<file path="src/design/hms_pkg.sv">
/*
  Package for the homing sequencer: parameter addresses, reset values,
  method codes, speed limits and sequencer states.
  Assumes a parameter port with word addresses as used over the fieldbus.
*/
package hms_pkg;

  // ----------------------------------------------------------------
  // parameter addresses
  // ----------------------------------------------------------------
  localparam logic [15:0] ADDR_REF_POS = 16'h1e18;
  localparam logic [15:0] ADDR_EDGE_HOME = 16'h280e;
  localparam logic [15:0] ADDR_EDGE_IDX = 16'h2818;
  localparam logic [15:0] ADDR_POS_SET = 16'h2830;
  localparam logic [15:0] ADDR_METHOD = 16'h2832;
  localparam logic [15:0] ADDR_SEARCH_SPD = 16'h2808;
  localparam logic [15:0] ADDR_LEAVE_SPD = 16'h280a;
  localparam logic [15:0] ADDR_HOME_POS = 16'h2816;
  localparam logic [15:0] ADDR_MAX_RAMP = 16'h2834;
  localparam logic [15:0] ADDR_STATUS = 16'h2836;

  // ----------------------------------------------------------------
  // reset values and ranges
  // ----------------------------------------------------------------
  localparam logic [31:0] EDGE_HOME_RST = 32'h0000_0018;
  localparam logic [31:0] EDGE_HOME_MIN = 32'h0000_0001;
  localparam logic [31:0] EDGE_HOME_MAX = 32'h7fff_ffff;
  localparam logic [15:0] SEARCH_SPD_RST = 16'h0258;
  localparam logic [15:0] SEARCH_SPD_MAX = 16'h3390;
  localparam logic [15:0] LEAVE_SPD_RST = 16'h003c;
  localparam logic [15:0] LEAVE_SPD_MAX = 16'h0bb8;
  localparam logic [15:0] SPD_MIN = 16'h0001;
  localparam logic [15:0] MAX_RAMP_RST = 16'h3390;

  // ----------------------------------------------------------------
  // method codes
  // ----------------------------------------------------------------
  localparam logic [7:0] M_POS_LIMIT_IDX = 8'h02;
  localparam logic [7:0] M_REF_IDX_LO = 8'h0b;
  localparam logic [7:0] M_REF_IDX_HI = 8'h0e;
  localparam logic [7:0] M_NEG_LIMIT = 8'h11;
  localparam logic [7:0] M_REF_DIST_LO = 8'h1b;
  localparam logic [7:0] M_REF_DIST_HI = 8'h1e;
  localparam logic [7:0] M_IDX_NEG = 8'h21;
  localparam logic [7:0] M_IDX_POS = 8'h22;

  typedef enum logic [2:0] {
    ST_IDLE = 3'b000,
    ST_SEARCH = 3'b001,
    ST_RETURN = 3'b010,
    ST_EDGE = 3'b011,
    ST_OFFSET = 3'b100,
    ST_INDEX = 3'b101,
    ST_DONE = 3'b110
  } hms_state_type;

endpackage

</file>
<file path="src/design/hms_offset_counter.sv">
/*
  Distance counter for the homing sequencer: counts position steps
  after the switching edge. Assumes one step pulse per user unit moved.
*/
module hms_offset_counter (
  // clock and reset
  input wire logic i_clock,
  input wire logic i_rst,
  // control
  input wire logic i_clear,
  input wire logic i_step,
  // result
  output logic [31:0] o_count
);

  logic [31:0] count_q;

  always_ff @(posedge i_clock) begin
    if (i_rst || i_clear) begin
      count_q <= 32'h0000_0000;
    end else if (i_step) begin
      count_q <= count_q + 32'h0000_0001;
    end
  end

  assign o_count = count_q;

endmodule

</file>
<file path="src/design/hms_homing_sequencer.sv">
/*
  Homing sequencer: drives the motor onto a limit or reference switch,
  finds the switching edge, then moves a set distance or on to the index
  pulse; also index-only homing and position setting.
  Assumes switch inputs already debounced, polarity resolved and
  synchronous; one i_step pulse per user unit moved.
*/
// Summary of operation
// - without index, reach switch then stop at offset from the edge
// - edge distance accepts 1..2147483647, default 24, non-index only
// - method 17 homes on the negative limit switch with offset
// - approach at search speed, edge and final moves at leave speed
// - methods 27..30 home on reference switch with offset
// - overrun through switch range: reverse back in at leave speed
// - reference methods make first search move in negative direction
// - index methods 2 and 11..14 reach switch and edge, then first index pulse
// - read-only edge-to-index distance in 1/10000 revolution
// - method 2 homes positive limit switch, then first index
// - methods 11..14 home reference switch edge, then first index
// - methods 33 and 34 go straight to index at leave speed
// - position set write loads actual position at once
// - position set only at standstill and without scaling
// - position set keeps the following error intact
// - controller reference position readable in user units
// - search speed default 600, range 1..13200, clamped to ramp max
// - after success load home position value as motor position
// - valid zero flag set on success, cleared on loss
module hms_homing_sequencer (
  // clock and reset
  input wire logic i_clock,
  input wire logic i_rst,
  // parameter port
  input wire logic i_par_wr,
  input wire logic i_par_rd,
  input wire logic [15:0] i_par_addr,
  input wire logic [31:0] i_par_wdata,
  output logic [31:0] o_par_rdata,
  output logic o_par_ack,
  // control
  input wire logic i_start,
  input wire logic i_ref_lost,
  // switches and encoder
  input wire logic i_positive_limit_input,
  input wire logic i_negative_limit_input,
  input wire logic i_ref_switch,
  input wire logic i_index_pulse,
  input wire logic i_standstill,
  input wire logic i_step,
  input wire logic [31:0] i_encoder_pos,
  // motion outputs
  output logic o_move,
  output logic o_dir_pos,
  output logic [15:0] o_speed,
  output logic o_pos_load,
  output logic [31:0] o_pos_load_value,
  output logic o_busy,
  output logic o_ref_ok
);

  // ----------------------------------------------------------------
  // parameter registers
  // ----------------------------------------------------------------
  logic [31:0] edge_home_q;
  logic [31:0] edge_idx_q;
  logic [31:0] pos_set_q;
  logic [7:0] method_q;
  logic [15:0] search_spd_q;
  logic [15:0] leave_spd_q;
  logic [31:0] home_pos_q;
  logic [15:0] max_ramp_q;
  logic [31:0] ref_pos_q;
  logic [31:0] edge_pos_q;
  logic ack_q;
  logic ref_ok_q;
  logic load_q;
  logic [31:0] load_val_q;
  logic dir_q;
  logic seen_q;
  hms_pkg::hms_state_type state_q;
  hms_pkg::hms_state_type state_d;
  logic [31:0] dist_cnt;

  function automatic logic [15:0] clamp16(input logic [31:0] v, input logic [15:0] hi);
    if (v[31:16] != 16'h0000 || v[15:0] > hi) begin
      clamp16 = hi;
    end else if (v[15:0] < hms_pkg::SPD_MIN) begin
      clamp16 = hms_pkg::SPD_MIN;
    end else begin
      clamp16 = v[15:0];
    end
  endfunction

  wire wr_edge_home = i_par_wr && i_par_addr == hms_pkg::ADDR_EDGE_HOME;
  wire wr_pos_set = i_par_wr && i_par_addr == hms_pkg::ADDR_POS_SET;
  wire wr_method = i_par_wr && i_par_addr == hms_pkg::ADDR_METHOD;
  wire wr_search = i_par_wr && i_par_addr == hms_pkg::ADDR_SEARCH_SPD;
  wire wr_leave = i_par_wr && i_par_addr == hms_pkg::ADDR_LEAVE_SPD;
  wire wr_home = i_par_wr && i_par_addr == hms_pkg::ADDR_HOME_POS;
  wire wr_ramp = i_par_wr && i_par_addr == hms_pkg::ADDR_MAX_RAMP;
  wire edge_ok = i_par_wdata >= hms_pkg::EDGE_HOME_MIN && i_par_wdata <= hms_pkg::EDGE_HOME_MAX;

  // ----------------------------------------------------------------
  // method decode
  // ----------------------------------------------------------------
  wire is_neg_lim = method_q == hms_pkg::M_NEG_LIMIT;
  wire is_pos_lim_idx = method_q == hms_pkg::M_POS_LIMIT_IDX;
  wire is_ref_dist = method_q >= hms_pkg::M_REF_DIST_LO && method_q <= hms_pkg::M_REF_DIST_HI;
  wire is_ref_idx = method_q >= hms_pkg::M_REF_IDX_LO && method_q <= hms_pkg::M_REF_IDX_HI;
  wire is_idx_only = method_q == hms_pkg::M_IDX_NEG || method_q == hms_pkg::M_IDX_POS;
  wire uses_ref = is_ref_dist || is_ref_idx;
  wire uses_index = is_pos_lim_idx || is_ref_idx || is_idx_only;
  wire method_ok = is_neg_lim || is_pos_lim_idx || uses_ref || is_idx_only;
  // odd codes in each group leave the edge towards positive
  wire leave_pos = uses_ref ? method_q[0] : is_neg_lim;
  wire on_switch = uses_ref ? i_ref_switch :
                   (is_neg_lim ? i_negative_limit_input : i_positive_limit_input);
  wire [15:0] search_eff = search_spd_q > max_ramp_q ? max_ramp_q : search_spd_q;
  wire [15:0] leave_eff = leave_spd_q > max_ramp_q ? max_ramp_q : leave_spd_q;

  // ----------------------------------------------------------------
  // parameter port
  // ----------------------------------------------------------------
  always_ff @(posedge i_clock) begin
    if (i_rst) begin
      edge_home_q <= hms_pkg::EDGE_HOME_RST;
      pos_set_q <= 32'h0000_0000;
      method_q <= 8'h00;
      search_spd_q <= hms_pkg::SEARCH_SPD_RST;
      leave_spd_q <= hms_pkg::LEAVE_SPD_RST;
      home_pos_q <= 32'h0000_0000;
      max_ramp_q <= hms_pkg::MAX_RAMP_RST;
    end else begin
      if (wr_edge_home && edge_ok) begin
        edge_home_q <= i_par_wdata;
      end
      if (wr_pos_set) begin
        pos_set_q <= i_par_wdata;
      end
      if (wr_method) begin
        method_q <= i_par_wdata[7:0];
      end
      if (wr_search) begin
        search_spd_q <= clamp16(i_par_wdata, hms_pkg::SEARCH_SPD_MAX);
      end
      if (wr_leave) begin
        leave_spd_q <= clamp16(i_par_wdata, hms_pkg::LEAVE_SPD_MAX);
      end
      if (wr_home) begin
        home_pos_q <= i_par_wdata;
      end
      if (wr_ramp) begin
        max_ramp_q <= clamp16(i_par_wdata, hms_pkg::SEARCH_SPD_MAX);
      end
    end
  end

  always_comb begin
    case (i_par_addr)
      hms_pkg::ADDR_REF_POS: o_par_rdata = ref_pos_q;
      hms_pkg::ADDR_EDGE_HOME: o_par_rdata = edge_home_q;
      hms_pkg::ADDR_EDGE_IDX: o_par_rdata = edge_idx_q;
      hms_pkg::ADDR_POS_SET: o_par_rdata = pos_set_q;
      hms_pkg::ADDR_METHOD: o_par_rdata = {24'h000000, method_q};
      hms_pkg::ADDR_SEARCH_SPD: o_par_rdata = {16'h0000, search_spd_q};
      hms_pkg::ADDR_LEAVE_SPD: o_par_rdata = {16'h0000, leave_spd_q};
      hms_pkg::ADDR_HOME_POS: o_par_rdata = home_pos_q;
      hms_pkg::ADDR_MAX_RAMP: o_par_rdata = {16'h0000, max_ramp_q};
      hms_pkg::ADDR_STATUS: o_par_rdata = {29'h0000000, o_busy, method_ok, ref_ok_q};
      default: o_par_rdata = 32'h0000_0000;
    endcase
  end

  always_ff @(posedge i_clock) begin
    if (i_rst) begin
      ack_q <= 1'b0;
    end else begin
      ack_q <= i_par_wr || i_par_rd;
    end
  end
  assign o_par_ack = ack_q;

  // ----------------------------------------------------------------
  // sequencer
  // ----------------------------------------------------------------
  wire idx_edge = i_index_pulse;
  // stop is two cycles behind the last step; the drive must not step
  // again within two cycles or the final position overshoots
  wire offset_done = dist_cnt >= edge_home_q;

  always_comb begin
    state_d = state_q;
    case (state_q)
      hms_pkg::ST_IDLE: begin
        if (i_start && method_ok) begin
          state_d = is_idx_only ? hms_pkg::ST_INDEX : hms_pkg::ST_SEARCH;
        end
      end
      hms_pkg::ST_SEARCH: begin
        if (uses_ref && seen_q && !on_switch) begin
          state_d = hms_pkg::ST_RETURN;
        end else if (on_switch) begin
          state_d = hms_pkg::ST_EDGE;
        end
      end
      hms_pkg::ST_RETURN: begin
        if (on_switch) begin
          state_d = hms_pkg::ST_EDGE;
        end
      end
      hms_pkg::ST_EDGE: begin
        if (!on_switch) begin
          state_d = uses_index ? hms_pkg::ST_INDEX : hms_pkg::ST_OFFSET;
        end
      end
      hms_pkg::ST_OFFSET: begin
        if (offset_done) begin
          state_d = hms_pkg::ST_DONE;
        end
      end
      hms_pkg::ST_INDEX: begin
        if (idx_edge) begin
          state_d = hms_pkg::ST_DONE;
        end
      end
      hms_pkg::ST_DONE: state_d = hms_pkg::ST_IDLE;
      default: state_d = hms_pkg::ST_IDLE;
    endcase
  end

  always_ff @(posedge i_clock) begin
    if (i_rst) begin
      state_q <= hms_pkg::ST_IDLE;
      dir_q <= 1'b0;
      seen_q <= 1'b0;
    end else begin
      state_q <= state_d;
      if (state_q == hms_pkg::ST_IDLE && state_d != hms_pkg::ST_IDLE) begin
        dir_q <= is_idx_only ? method_q == hms_pkg::M_IDX_POS :
                 (is_pos_lim_idx ? 1'b1 : 1'b0);
        seen_q <= 1'b0;
      end else if (state_d == hms_pkg::ST_RETURN && state_q == hms_pkg::ST_SEARCH) begin
        dir_q <= ~dir_q;
      end else if (state_d == hms_pkg::ST_EDGE && state_q != hms_pkg::ST_EDGE) begin
        dir_q <= leave_pos;
      end
      if (on_switch) begin
        seen_q <= 1'b1;
      end
    end
  end

  hms_offset_counter u_offset (
    .i_clock(i_clock),
    .i_rst(i_rst),
    .i_clear(state_q != hms_pkg::ST_OFFSET && state_q != hms_pkg::ST_INDEX),
    .i_step(i_step),
    .o_count(dist_cnt)
  );

  // ----------------------------------------------------------------
  // position handling
  // ----------------------------------------------------------------
  // standstill only
  wire set_now = wr_pos_set && i_standstill && state_q == hms_pkg::ST_IDLE;

  always_ff @(posedge i_clock) begin
    if (i_rst) begin
      ref_ok_q <= 1'b0;
      load_q <= 1'b0;
      load_val_q <= 32'h0000_0000;
      edge_pos_q <= 32'h0000_0000;
      edge_idx_q <= 32'h0000_0000;
      ref_pos_q <= 32'h0000_0000;
    end else begin
      load_q <= 1'b0;
      ref_pos_q <= i_encoder_pos;
      if (state_q == hms_pkg::ST_EDGE && !on_switch) begin
        edge_pos_q <= i_encoder_pos;
      end
      if (state_q == hms_pkg::ST_INDEX && idx_edge) begin
        edge_idx_q <= i_encoder_pos - edge_pos_q;
      end
      // position setting, error kept by loading actual only
      if (set_now) begin
        load_q <= 1'b1;
        load_val_q <= i_par_wdata;
      end else if (state_q == hms_pkg::ST_DONE) begin
        load_q <= 1'b1;
        load_val_q <= home_pos_q;
      end
      if (state_q == hms_pkg::ST_DONE || set_now) begin
        ref_ok_q <= 1'b1;
      end else if (i_ref_lost) begin
        ref_ok_q <= 1'b0;
      end
    end
  end

  // ----------------------------------------------------------------
  // outputs
  // ----------------------------------------------------------------
  wire moving = state_q != hms_pkg::ST_IDLE && state_q != hms_pkg::ST_DONE;
  assign o_move = moving;
  assign o_dir_pos = dir_q;
  assign o_speed = !moving ? 16'h0000 :
                   (state_q == hms_pkg::ST_SEARCH ? search_eff : leave_eff);
  assign o_pos_load = load_q;
  assign o_pos_load_value = load_val_q;
  assign o_busy = moving;
  assign o_ref_ok = ref_ok_q;
endmodule

</file>
<file path="config.mk">
export PLATFORM = sky130hd
export DESIGN_NAME = hms_homing_sequencer
export DESIGN_NICKNAME = d
export VERILOG_FILES = /design/src/design/hms_pkg.sv /design/src/design/hms_offset_counter.sv /design/src/design/hms_homing_sequencer.sv
export SDC_FILE = /design/constraint.sdc
export NUM_CORES = 1
export LEC_CHECK = 0
export ABC_AREA = 1
export BUFFER_PORTS_ARGS = -buffer_cell sky130_fd_sc_hd__buf_4
export CAP_MARGIN = 20
export CORE_MARGIN = 2
export CORE_UTILIZATION = 35
export CTS_CLUSTER_DIAMETER = 100
export DETAILED_ROUTE_END_ITERATION = 6
export GPL_TIMING_DRIVEN = 0
export PLACE_DENSITY = 0.48
export SLEW_MARGIN = 40
export SYNTH_ARGS = -nofsm -noshare
export SYNTH_HDL_FRONTEND = slang
export SYNTH_HIERARCHICAL = 1
export SYNTH_SLANG_ARGS = --single-unit
export TNS_END_PERCENT = 20
</file>
<file path="constraint.sdc">
create_clock -name i_clock -period 3.85 [get_ports i_clock]
set_input_delay 0.5775 -clock i_clock [delete_from_list [all_inputs] [get_ports i_clock]]
set_output_delay 0.5775 -clock i_clock [all_outputs]
set_load 0.03 [all_outputs]
</file>
; Word level (Yosys, flattened, before mapping)
; Cells that the tools add are included.
[word_totals]
reg_bits = 320
output_inout_bits = 86
word_cells = 136
[op_classes]
addsub = 2
order_cmp = 12
n_eq_ne = 26
n_mux = 33
n_bitwise = 1
n_reduce_logical = 44
[ops]
columns = cell, count
row1 = 32-bit case mux with 10 select lines, 1
row2 = 16-bit by 14-bit == test with 1-bit output (second input constant), 9
row3 = 16-bit two-way mux, 7
row4 = 32-bit two-way mux, 2
row5 = 32-bit by 1-bit adder with 32-bit output (second input constant), 1
row6 = 32-bit by 1-bit greater-or-equal comparator with 1-bit output (second input constant), 1
row7 = 32-bit greater-or-equal comparator, 1
row8 = 16-bit greater-than comparator, 2
row9 = 32-bit by 31-bit <= comparator with 1-bit output (second input constant), 1
row10 = 32-bit subtractor, 1
row11 = 1-bit logical AND, 23
row12 = 3-bit two-way mux, 7
row13 = 3-bit case mux with 6 select lines, 1
row14 = 16-bit by 13-bit == test with 1-bit output (second input constant), 1
row15 = 8-bit by 6-bit == test with 1-bit output (second input constant), 2
row16 = 16-bit by 12-bit greater-than comparator with 1-bit output (second input constant), 1
row17 = 16-bit by 14-bit greater-than comparator with 1-bit output (second input constant), 1
row18 = 16-bit by 1-bit less-than comparator with 1-bit output (second input constant), 1
row19 = 16-bit nonzero test, 1
row20 = 1-bit two-way mux, 15
row21 = 3-bit by 2-bit == test with 1-bit output (second input constant), 4
row22 = 1-bit logical OR, 12
row23 = 3-bit == test (second input constant), 3
row24 = 3-bit != test (second input constant), 3
row25 = other kinds (13), 17

; Depth between registers and ports, before layout
; Gate-level depths: netlist of the first run.
[depth]
depth_word = 13
ltp_mapped = 19

; Cells and area by module
; The synthesis of the first run kept the hierarchy.
[by_module_without_submodules]
columns = module, instances, cells_per_inst, area_per_inst_um2
row1 = hms_homing_sequencer, 1, 2276, 15840.2
row2 = hms_offset_counter, 1, 280, 1843.0

; Least setup slack after synthesis of the first run
; No wires, ideal clock.
[synth_timing]
path_type = reg2out
start = reg max_ramp_q[1]
end = out o_speed[10]
t_arrival_ns = 2.381
required_ns = 3.273
path_slack_ns = 0.891
stages_incl_launch_ff = 14
cell_sequence = dfxtp_1 > inv_1 > ha_1 > inv_1 > nor2_1 > nor2_1 > o21a_1 > nor2_1 > o21ai_0 > o2111ai_1 > nand2_1 > buf_2 > a21oi_1 > a21oi_1
[synth_between]
elab_chain_len = 4
[synth_lines]
columns = element, line_no
row1 = "start, declared", hms_homing_sequencer.sv:70  ; logic [15:0] max_ramp_q;
row2 = "start signal, assigned", hms_homing_sequencer.sv:131  ; max_ramp_q <= hms_pkg::MAX_RAMP_RST;
row3 = "start signal, assigned", hms_homing_sequencer.sv:152  ; max_ramp_q <= clamp16(i_par_wdata, hms_pkg::SEARCH_SPD_MAX);
row4 = 16-bit greater-than comparator (on tied branches), "hms_homing_sequencer.sv:118, hms_homing_sequencer.sv:117"
row5 = 16-bit two-way mux (on tied branches), "hms_homing_sequencer.sv:118, hms_homing_sequencer.sv:117"
row6 = 16-bit two-way mux (*), hms_homing_sequencer.sv:306  ; (state_q == hms_pkg::ST_SEARCH ? search_eff : leave_eff);
row7 = 16-bit two-way mux (*), hms_homing_sequencer.sv:305  ; assign o_speed = !moving ? 16'h0000 :
row8 = "end, declared", hms_homing_sequencer.sv:53  ; output logic [15:0] o_speed,
; Every way passes the cells marked *; elsewhere a longest branch is shown, timed or not.

; Worst setup path after layout of the first run
[layout_timing]
start = in i_par_addr[15]
end = out o_par_rdata[7]
[layout_between]
elab_chain_len = 2
[layout_lines]
columns = element, line_no
row1 = "start, declared", hms_homing_sequencer.sv:35  ; input wire logic [15:0] i_par_addr,
row2 = 16-bit by 14-bit == test with 1-bit output or 16-bit by 13-bit == test with 1-bit output (tied branches), hms_homing_sequencer.sv:158  ; case (i_par_addr)
row3 = 32-bit case mux with 10 select lines (*), hms_homing_sequencer.sv:158
row4 = "end, declared", hms_homing_sequencer.sv:37  ; output logic [31:0] o_par_rdata,
; Marked as above.

==> results.toml, run 1 <==
[status]
status = "finished clean"

[detailed_routing]
firstDrtPassIters = 5
vias = 18540
remaining_drc_errors = 0
routedWlPerCell_um = 21.1
routed_via_density = 5.33
initial_detailed_routing_violation_count = 1728
drtAntennaViolNets = 0
route.final.wire_length_mm = 73.5

[sta]
layout_worst_path_cycle_share_pct = 98.6
setup_viol = 0
final_period_minus_worst_setup_slack_ns = 3.80
hold_viol = 0
timing.fmax_mhz = 263
unrepaired_setup_endpoints_after_global_routing = "false"
maxSlewHeadroom_pct = 44.8
worst-slew-pin-transition_ns = 0.827
finalClockSkew_ns = 0.0223
timing_max_transition_violations_final = 0

[clocking]
clock_insertion_delay_worst_skew_ns = 0.57
cts_tree = "done"
cts-root-buf = "sky130_fd_sc_hd__clkbuf_16"
cts.clk_slew.worst_paths_ns = 0.05
level_count_of_the_clock_h_tree = 2
cts-buffers-inserted = 40
cts.sink_count = 320
clock_path_buffers = 3

[yosys]
synthMostInstantiatedCell = "sky130_fd_sc_hd__inv_1"
synth_largest_area_cell = "sky130_fd_sc_hd__dfxtp_1"
synth_sequential_area_ratio_pct = 36.2
synthesis.area_sq_um = 17700
syn_inst = 2556
yosys-top-cells-area = "sky130_fd_sc_hd__dfxtp_1, sky130_fd_sc_hd__a21oi_1, sky130_fd_sc_hd__o21ai_0"
synth_top_area_share_pct = 36.2
synth_async_sr_flop_share_pct = 0
ys.warnings.count = 6
synth_commonest_cells = "sky130_fd_sc_hd__inv_1, sky130_fd_sc_hd__a21oi_1, sky130_fd_sc_hd__nand2_1"
number_of_enable_type_register_cells_in_the_synthesized_netlist = 0
synth_top_flop_cell = "sky130_fd_sc_hd__dfxtp_1"
netlist-cell-type-count = 55
postSynthAreaPerCell_sq_um = 6.92
synthesis.nets = 2745
yosys_register_bits = 320

[critical_path]
end_kind = "primary output"
r2r_start = "edge_pos_q[0]"
cp.arrival_ns = 3.22
worst_path_max_delay_cell = "sky130_fd_sc_hd__o21ai_1"
cpLargestDelayFamily = "simple AND/OR/NAND/NOR gates"
cp_common_cell = "sky130_fd_sc_hd__buf_4"
regToRegEndpoint = "edge_idx_q[20]"
cp_startpoint_kind = "primary input"
critPathMaxStageDelay_ns = 0.44
criticalPathCategory = "in -> out"
r2r_setup_slack_ns = 0.98
crit_buf_inv = 4
worstPathCellList = "buf_4 > or2_1 > nor3_4 > nand2_1 > nor2_2 > inv_1 > clkbuf_1 > o21ai_1 > a21oi_1 > nand3_1 > buf_4"
critical_path_required_ns = 3.27
worst-r2r-cell-count = 12
worst-path-max-fanout = 10

[power]
worst_ir_drop_vdd_mv = 0.264
pwr_cell_area_nw_per_um2 = 356
pwr-share-clk_pct = 49.4
power.net_switching_mw = 1.85
p_sw_share_pct = 24.6
power.share.combinational_pct = 6.3
internal_power_mw = 5.69
overall_power_mw = 7.54
power.share.sequential_pct = 44.3
total_leakage_power_nw = 9.11

[global_routing]
grt_first_pass_wirelength_mm = 110
globalRoute.totalOverflow = 0
grt_usage_pct = 27.5
grt_antenna_before_repair = 2
largest_net_degree_at_the_start_of_global_routing = 12
via_count_of_the_first_global_routing_pass = 17583

[hold_path]
whs_path_depth = 3
holdPathEnd = "o_par_ack"
hold_path_class = "in -> reg"
timing.hold.worst.start = "i_par_rd"

[finish]
final_layout_size_suffix_gt1_share_pct = 11.5
layout-area-overhead-vs-synth_pct = 19.9
nets = 2966
final_cell_count_no_fill = 3476
share_of_the_core_filled_with_cells_in_the_final_layout_pct = 42.4

[floorplan]
floorplan.die_area_sq_um = 52300
die_y_um = 229
core-area_sq_um = 50000
fp.dieW_um = 229
rows = 82
initial_util_pct = 35.4
ioPinCount = 178

[placement]
detailedPlacementHpwl_mm = 59.3
dp_cells = 3405
port-buffer-count = 177
gp_congestion = 0.959

[run]
max_cap_violations = 0
==> worst max path at each step <==
stage,start,to,slack (ns),cells past startpoint
finish,i_par_addr[15],o_par_rdata[7],0.05,11
global route,max_ramp_q[15],o_speed[6],0.003,13
CTS,max_ramp_q[1],o_speed[6],0.004,14
detailed placement,i_par_addr[15],o_par_rdata[7],0.14,11
global placement,i_par_addr[15],o_par_rdata[19],-0.30,9
floorplan,max_ramp_q[1],o_speed[10],0.89,13
==> cell type report <==
type                            instances  area (sq um)
Inverter                              414          1560
Buffer                                110           485
Antenna cell                            1          2.50
Clock inverter                          8          96.3
Clock buffer                           60          1160
Fill cell                            5319         28800
Sequential cell                       320          6410
Timing Repair Buffer                  179          1340
Tap cell                              672           841
Multi-Input combinational cell       1712          9310
==> what timing repair did <==
action                     CTS  global route
hold buffers                 0             0
pin swaps                    1             0
setup buffers                2             0
gates cloned                 0             0
setup endpoints to repair   16            25
gates resized for setup      7            18
==> power by group through the flow <==
stage          Clock (mW)  Combinational [mW]  Sequential, mW
6_report             3.72               0.475            3.34
5_1_grt              3.91               0.517            3.34
4_1_cts              3.77               0.469            3.34
3_5_place_dp            0               0.467            3.41
3_3_place_gp            0               0.467            3.41
2_1_floorplan           0               0.232            3.41
==> flip-flops by register name (all words and copies together), names as in the netlist, 3 cells and up <==
signal / cells
edge_home_q: 32
ref_pos_q: 32
state_q: 3
o_pos_load_value: 32
max_ramp_q: 16
pos_set_q: 32
home_pos_q: 32
edge_idx_q: 32
u_offset/o_count: 32
method_q: 8
leave_spd_q: 16
search_spd_q: 16
edge_pos_q: 32
==> worst register-to-register path, delay by kind of cell (launching register included) <==
kind                     cells  cell delay, ns
flip-flops                   1            0.32
AND/OR/NAND/NOR              4            0.43
AO/OA/AOI/OAI                5            1.38
buffers and inverters        1            0.04
adder cells (fa/ha/maj)      2            0.62
==> layer usage <==
layer	global-route usage (%)	vias up	routed length (um)
met5	0	-	0
met4	6.94	0	1780
met3	5.29	110	5970
met2	44.0	713	32900
met1	38.0	8747	32800
li1	-	8970	-
==> stage by stage <==
step           setup TNS (ns)  setup slack, ns  hold WS [ns]  instance area [sq um]
2_1_floorplan               0            0.891         0.430                  17700
3_3_place_gp            -2.25           -0.302         0.448                  19900
5_1_grt                     0          0.00275         0.236                  21200
6_report                    0           0.0546         0.226                  21200
3_5_place_dp                0            0.137         0.453                  19900
4_1_cts                     0          0.00442         0.213                  21200
==> cell families (layout without fill, tap and decap cells) <==
family,count (synthesis),after routing,synth area share [%]
AOI/OAI and AO/OA,839,839,25.7
and+or+nand+nor,756,756,18.7
buffers and inverters,524,771,11.5
DFF,320,320,36.2
adders and majority gates,97,97,6.91
xor gates and xnor gates,20,20,0.991
other,0,1,0
==> cell usage in the layout (no fill, tap or decap), drive strengths merged, types with 2 or more instances in the layout <==
cell type	n
inv	409
a21oi	369
nand2	353
o21ai	336
dfxtp	320
nor2	231
buf	206
clkbuf	143
ha	96
nand3	95
nor3	38
nand4	28
a221oi	26
o211ai	24
o22ai	22
o21bai	14
xor2	13
a21o	11
clkinv	10
o21a	9
o2111ai	9
a31oi	8
xnor2	7
a22o	3
or2	3
nand3b	3
nor4	3
a211oi	2
bufinv	2
a21boi	2
Note: power is estimated with default switching activity, not from simulation.
==> run 2, diff against run 1 <==
- BUFFER_PORTS_ARGS: -buffer_cell sky130_fd_sc_hd__buf_4 -> -buffer_cell sky130_fd_sc_hd__clkbuf_2
==> results.toml, run 2 (synthesis gave the netlist of run 1 again) <==
[global_routing]
globalRoute.totalOverflow = 0
via_count_of_the_first_global_routing_pass = 17474
grt_first_pass_wirelength_mm = 109
grt_usage_pct = 27.3
grt_antenna_before_repair = 0
largest_net_degree_at_the_start_of_global_routing = 17

[detailed_routing]
drtAntennaViolNets = 0
vias = 18422
firstDrtPassIters = 7
routed_via_density = 5.30
initial_detailed_routing_violation_count = 1664
remaining_drc_errors = 1
routedWlPerCell_um = 21.1
route.final.wire_length_mm = 73.2

[finish]
final-seq-area_sq_um = 6410
design_area_sq_um = 20700
layout-area-overhead-vs-synth_pct = 17.1
layout_common_cells = "sky130_fd_sc_hd__inv_1, sky130_fd_sc_hd__a21oi_1, sky130_fd_sc_hd__nand2_1"
multi_input_comb_area_sq_um = 9290
fillCellCount = 5342
nets = 2963
final_cell_count_no_fill = 3473
final_common_cell = "sky130_fd_sc_hd__inv_1"
final_layout_size_suffix_gt1_share_pct = 11.5
share_of_the_core_filled_with_cells_in_the_final_layout_pct = 41.5

[power]
overall_power_mw = 7.44
total_leakage_power_nw = 8.97
worst_ir_drop_vdd_mv = 0.300
pwr_cell_area_nw_per_um2 = 359

[sta]
unrepaired_setup_endpoints_after_global_routing = "true"
totalNegativeSetupSlack_ns = 0
hold_viol = 0
finalClockSkew_ns = 0.0175
timing_max_transition_violations_final = 0
fin_hold_ws_ns = 0.235
final_period_minus_worst_setup_slack_ns = 3.82
maxSlewHeadroom_pct = 39.5
worst-slew-pin-transition_ns = 0.908
layout_worst_path_cycle_share_pct = 99.1
minimum_setup_slack_in_the_final_design_ns = 0.0347
setup_viol = 0
timing.fmax_mhz = 262

[clocking]
clock_path_buffers = 3
cts.clk_slew.worst_paths_ns = 0.06
clock_insertion_delay_worst_skew_ns = 0.56
cts_tree = "done"
cts.sink_count = 320
cts-root-buf = "sky130_fd_sc_hd__clkbuf_16"
level_count_of_the_clock_h_tree = 2
cts-buffers-inserted = 39

[placement]
port-buffer-count = 177
pre_cts_slack_ns = 0.0583
placed_cell_area_sq_um = 19400
detailedPlacementHpwl_mm = 59.3
gp_congestion = 0.956
dp_cells = 3405

[critical_path]
criticalPathCategory = "in -> out"
critical_path_required_ns = 3.27
worst-r2r-cell-count = 12
end_kind = "primary output"
worst-path-max-fanout = 10
cp.arrival_ns = 3.24
regToRegEndpoint = "edge_idx_q[20]"
r2r_start = "edge_pos_q[0]"
r2r_setup_slack_ns = 1.00
cp_startpoint_kind = "primary input"

[floorplan]
core-area_sq_um = 50000
initial_util_pct = 35.4
die_y_um = 229
floorplan.die_area_sq_um = 52300
fp.dieW_um = 229
ioPinCount = 178
rows = 82

[run]
max_cap_violations = 0

[status]
status = "complete, but fails checks"
violations = "DRC"

[hold_path]
holdPathEnd = "o_par_ack"
whs_path_depth = 3
timing.hold.worst.start = "i_par_rd"
hold_path_class = "in -> reg"
-- run 2: cell types whose count changed in the layout (fill, tap and decap cells not counted), sizes merged --
cell	delta
bufinv	-2
inv	+2
clkinvlp	-1
buf	-180
clkbuf	+178
-- run 2: area by class of cell --
type | count | share of cell area (%)
antenna | 1 | 0.0121
clock inverter | 7 | 0.187
inverter | 414 | 7.51
sequential | 320 | 30.9
clock buffer | 60 | 5.78
tap | 672 | 4.06
multi-input combinational | 1712 | 44.9
buffer | 109 | 2.33
timing repair buffer | 178 | 4.34
-- run 2: worst max path at each step --
| stage | startpoint | end | slack, ns | cells after the start |
|---|---|---|---|---|
| after detailed placement | i_par_addr[4] | o_par_rdata[7] | 0.06 | 10 |
| after CTS | max_ramp_q[1] | o_speed[6] | 0.008 | 15 |
| after floorplan | max_ramp_q[1] | o_speed[10] | 0.89 | 13 |
| after global placement | i_par_addr[15] | o_par_rdata[19] | -0.28 | 9 |
| final | i_par_addr[4] | o_par_rdata[7] | 0.03 | 10 |
| after global routing | i_par_addr[4] | o_par_rdata[7] | -0.06 | 10 |
-- run 2: report_power, final --
part	internal [mW]	leakage, nW	total, mW	switching, mW
clock network	2.13	0.616	3.65	1.52
logic	0.131	5.77	0.448	0.317
registers	3.33	2.59	3.34	0.0108
-- run 2: critical path: stages --
cell and delay (ns):
sky130_fd_sc_hd__clkbuf_2 0.10, sky130_fd_sc_hd__nor4_1 0.54, sky130_fd_sc_hd__nand3_1 0.46, sky130_fd_sc_hd__inv_1 0.26, sky130_fd_sc_hd__clkbuf_1 0.44, sky130_fd_sc_hd__nand2_1 0.10, sky130_fd_sc_hd__o21ai_1 0.22, sky130_fd_sc_hd__a21oi_1 0.12
sky130_fd_sc_hd__nand3_1 0.18, sky130_fd_sc_hd__clkbuf_2 0.24
-- run 2: what timing repair did --
item / CTS / global route
pin swaps: 1 / 0
buffers inserted: 1 / 0
setup endpoints to repair: 16 / 26
hold buffers: 0 / 0
gates resized for setup: 8 / 16
-- run 2: layer usage --
layer	vias up	track usage [%]	part of all wire (%)
met2	681	43.6	44
met5	-	0	0
met4	0	8.87	3.2
li1	8981	-	-
met3	125	5.03	7.8
met1	8635	37.3	45
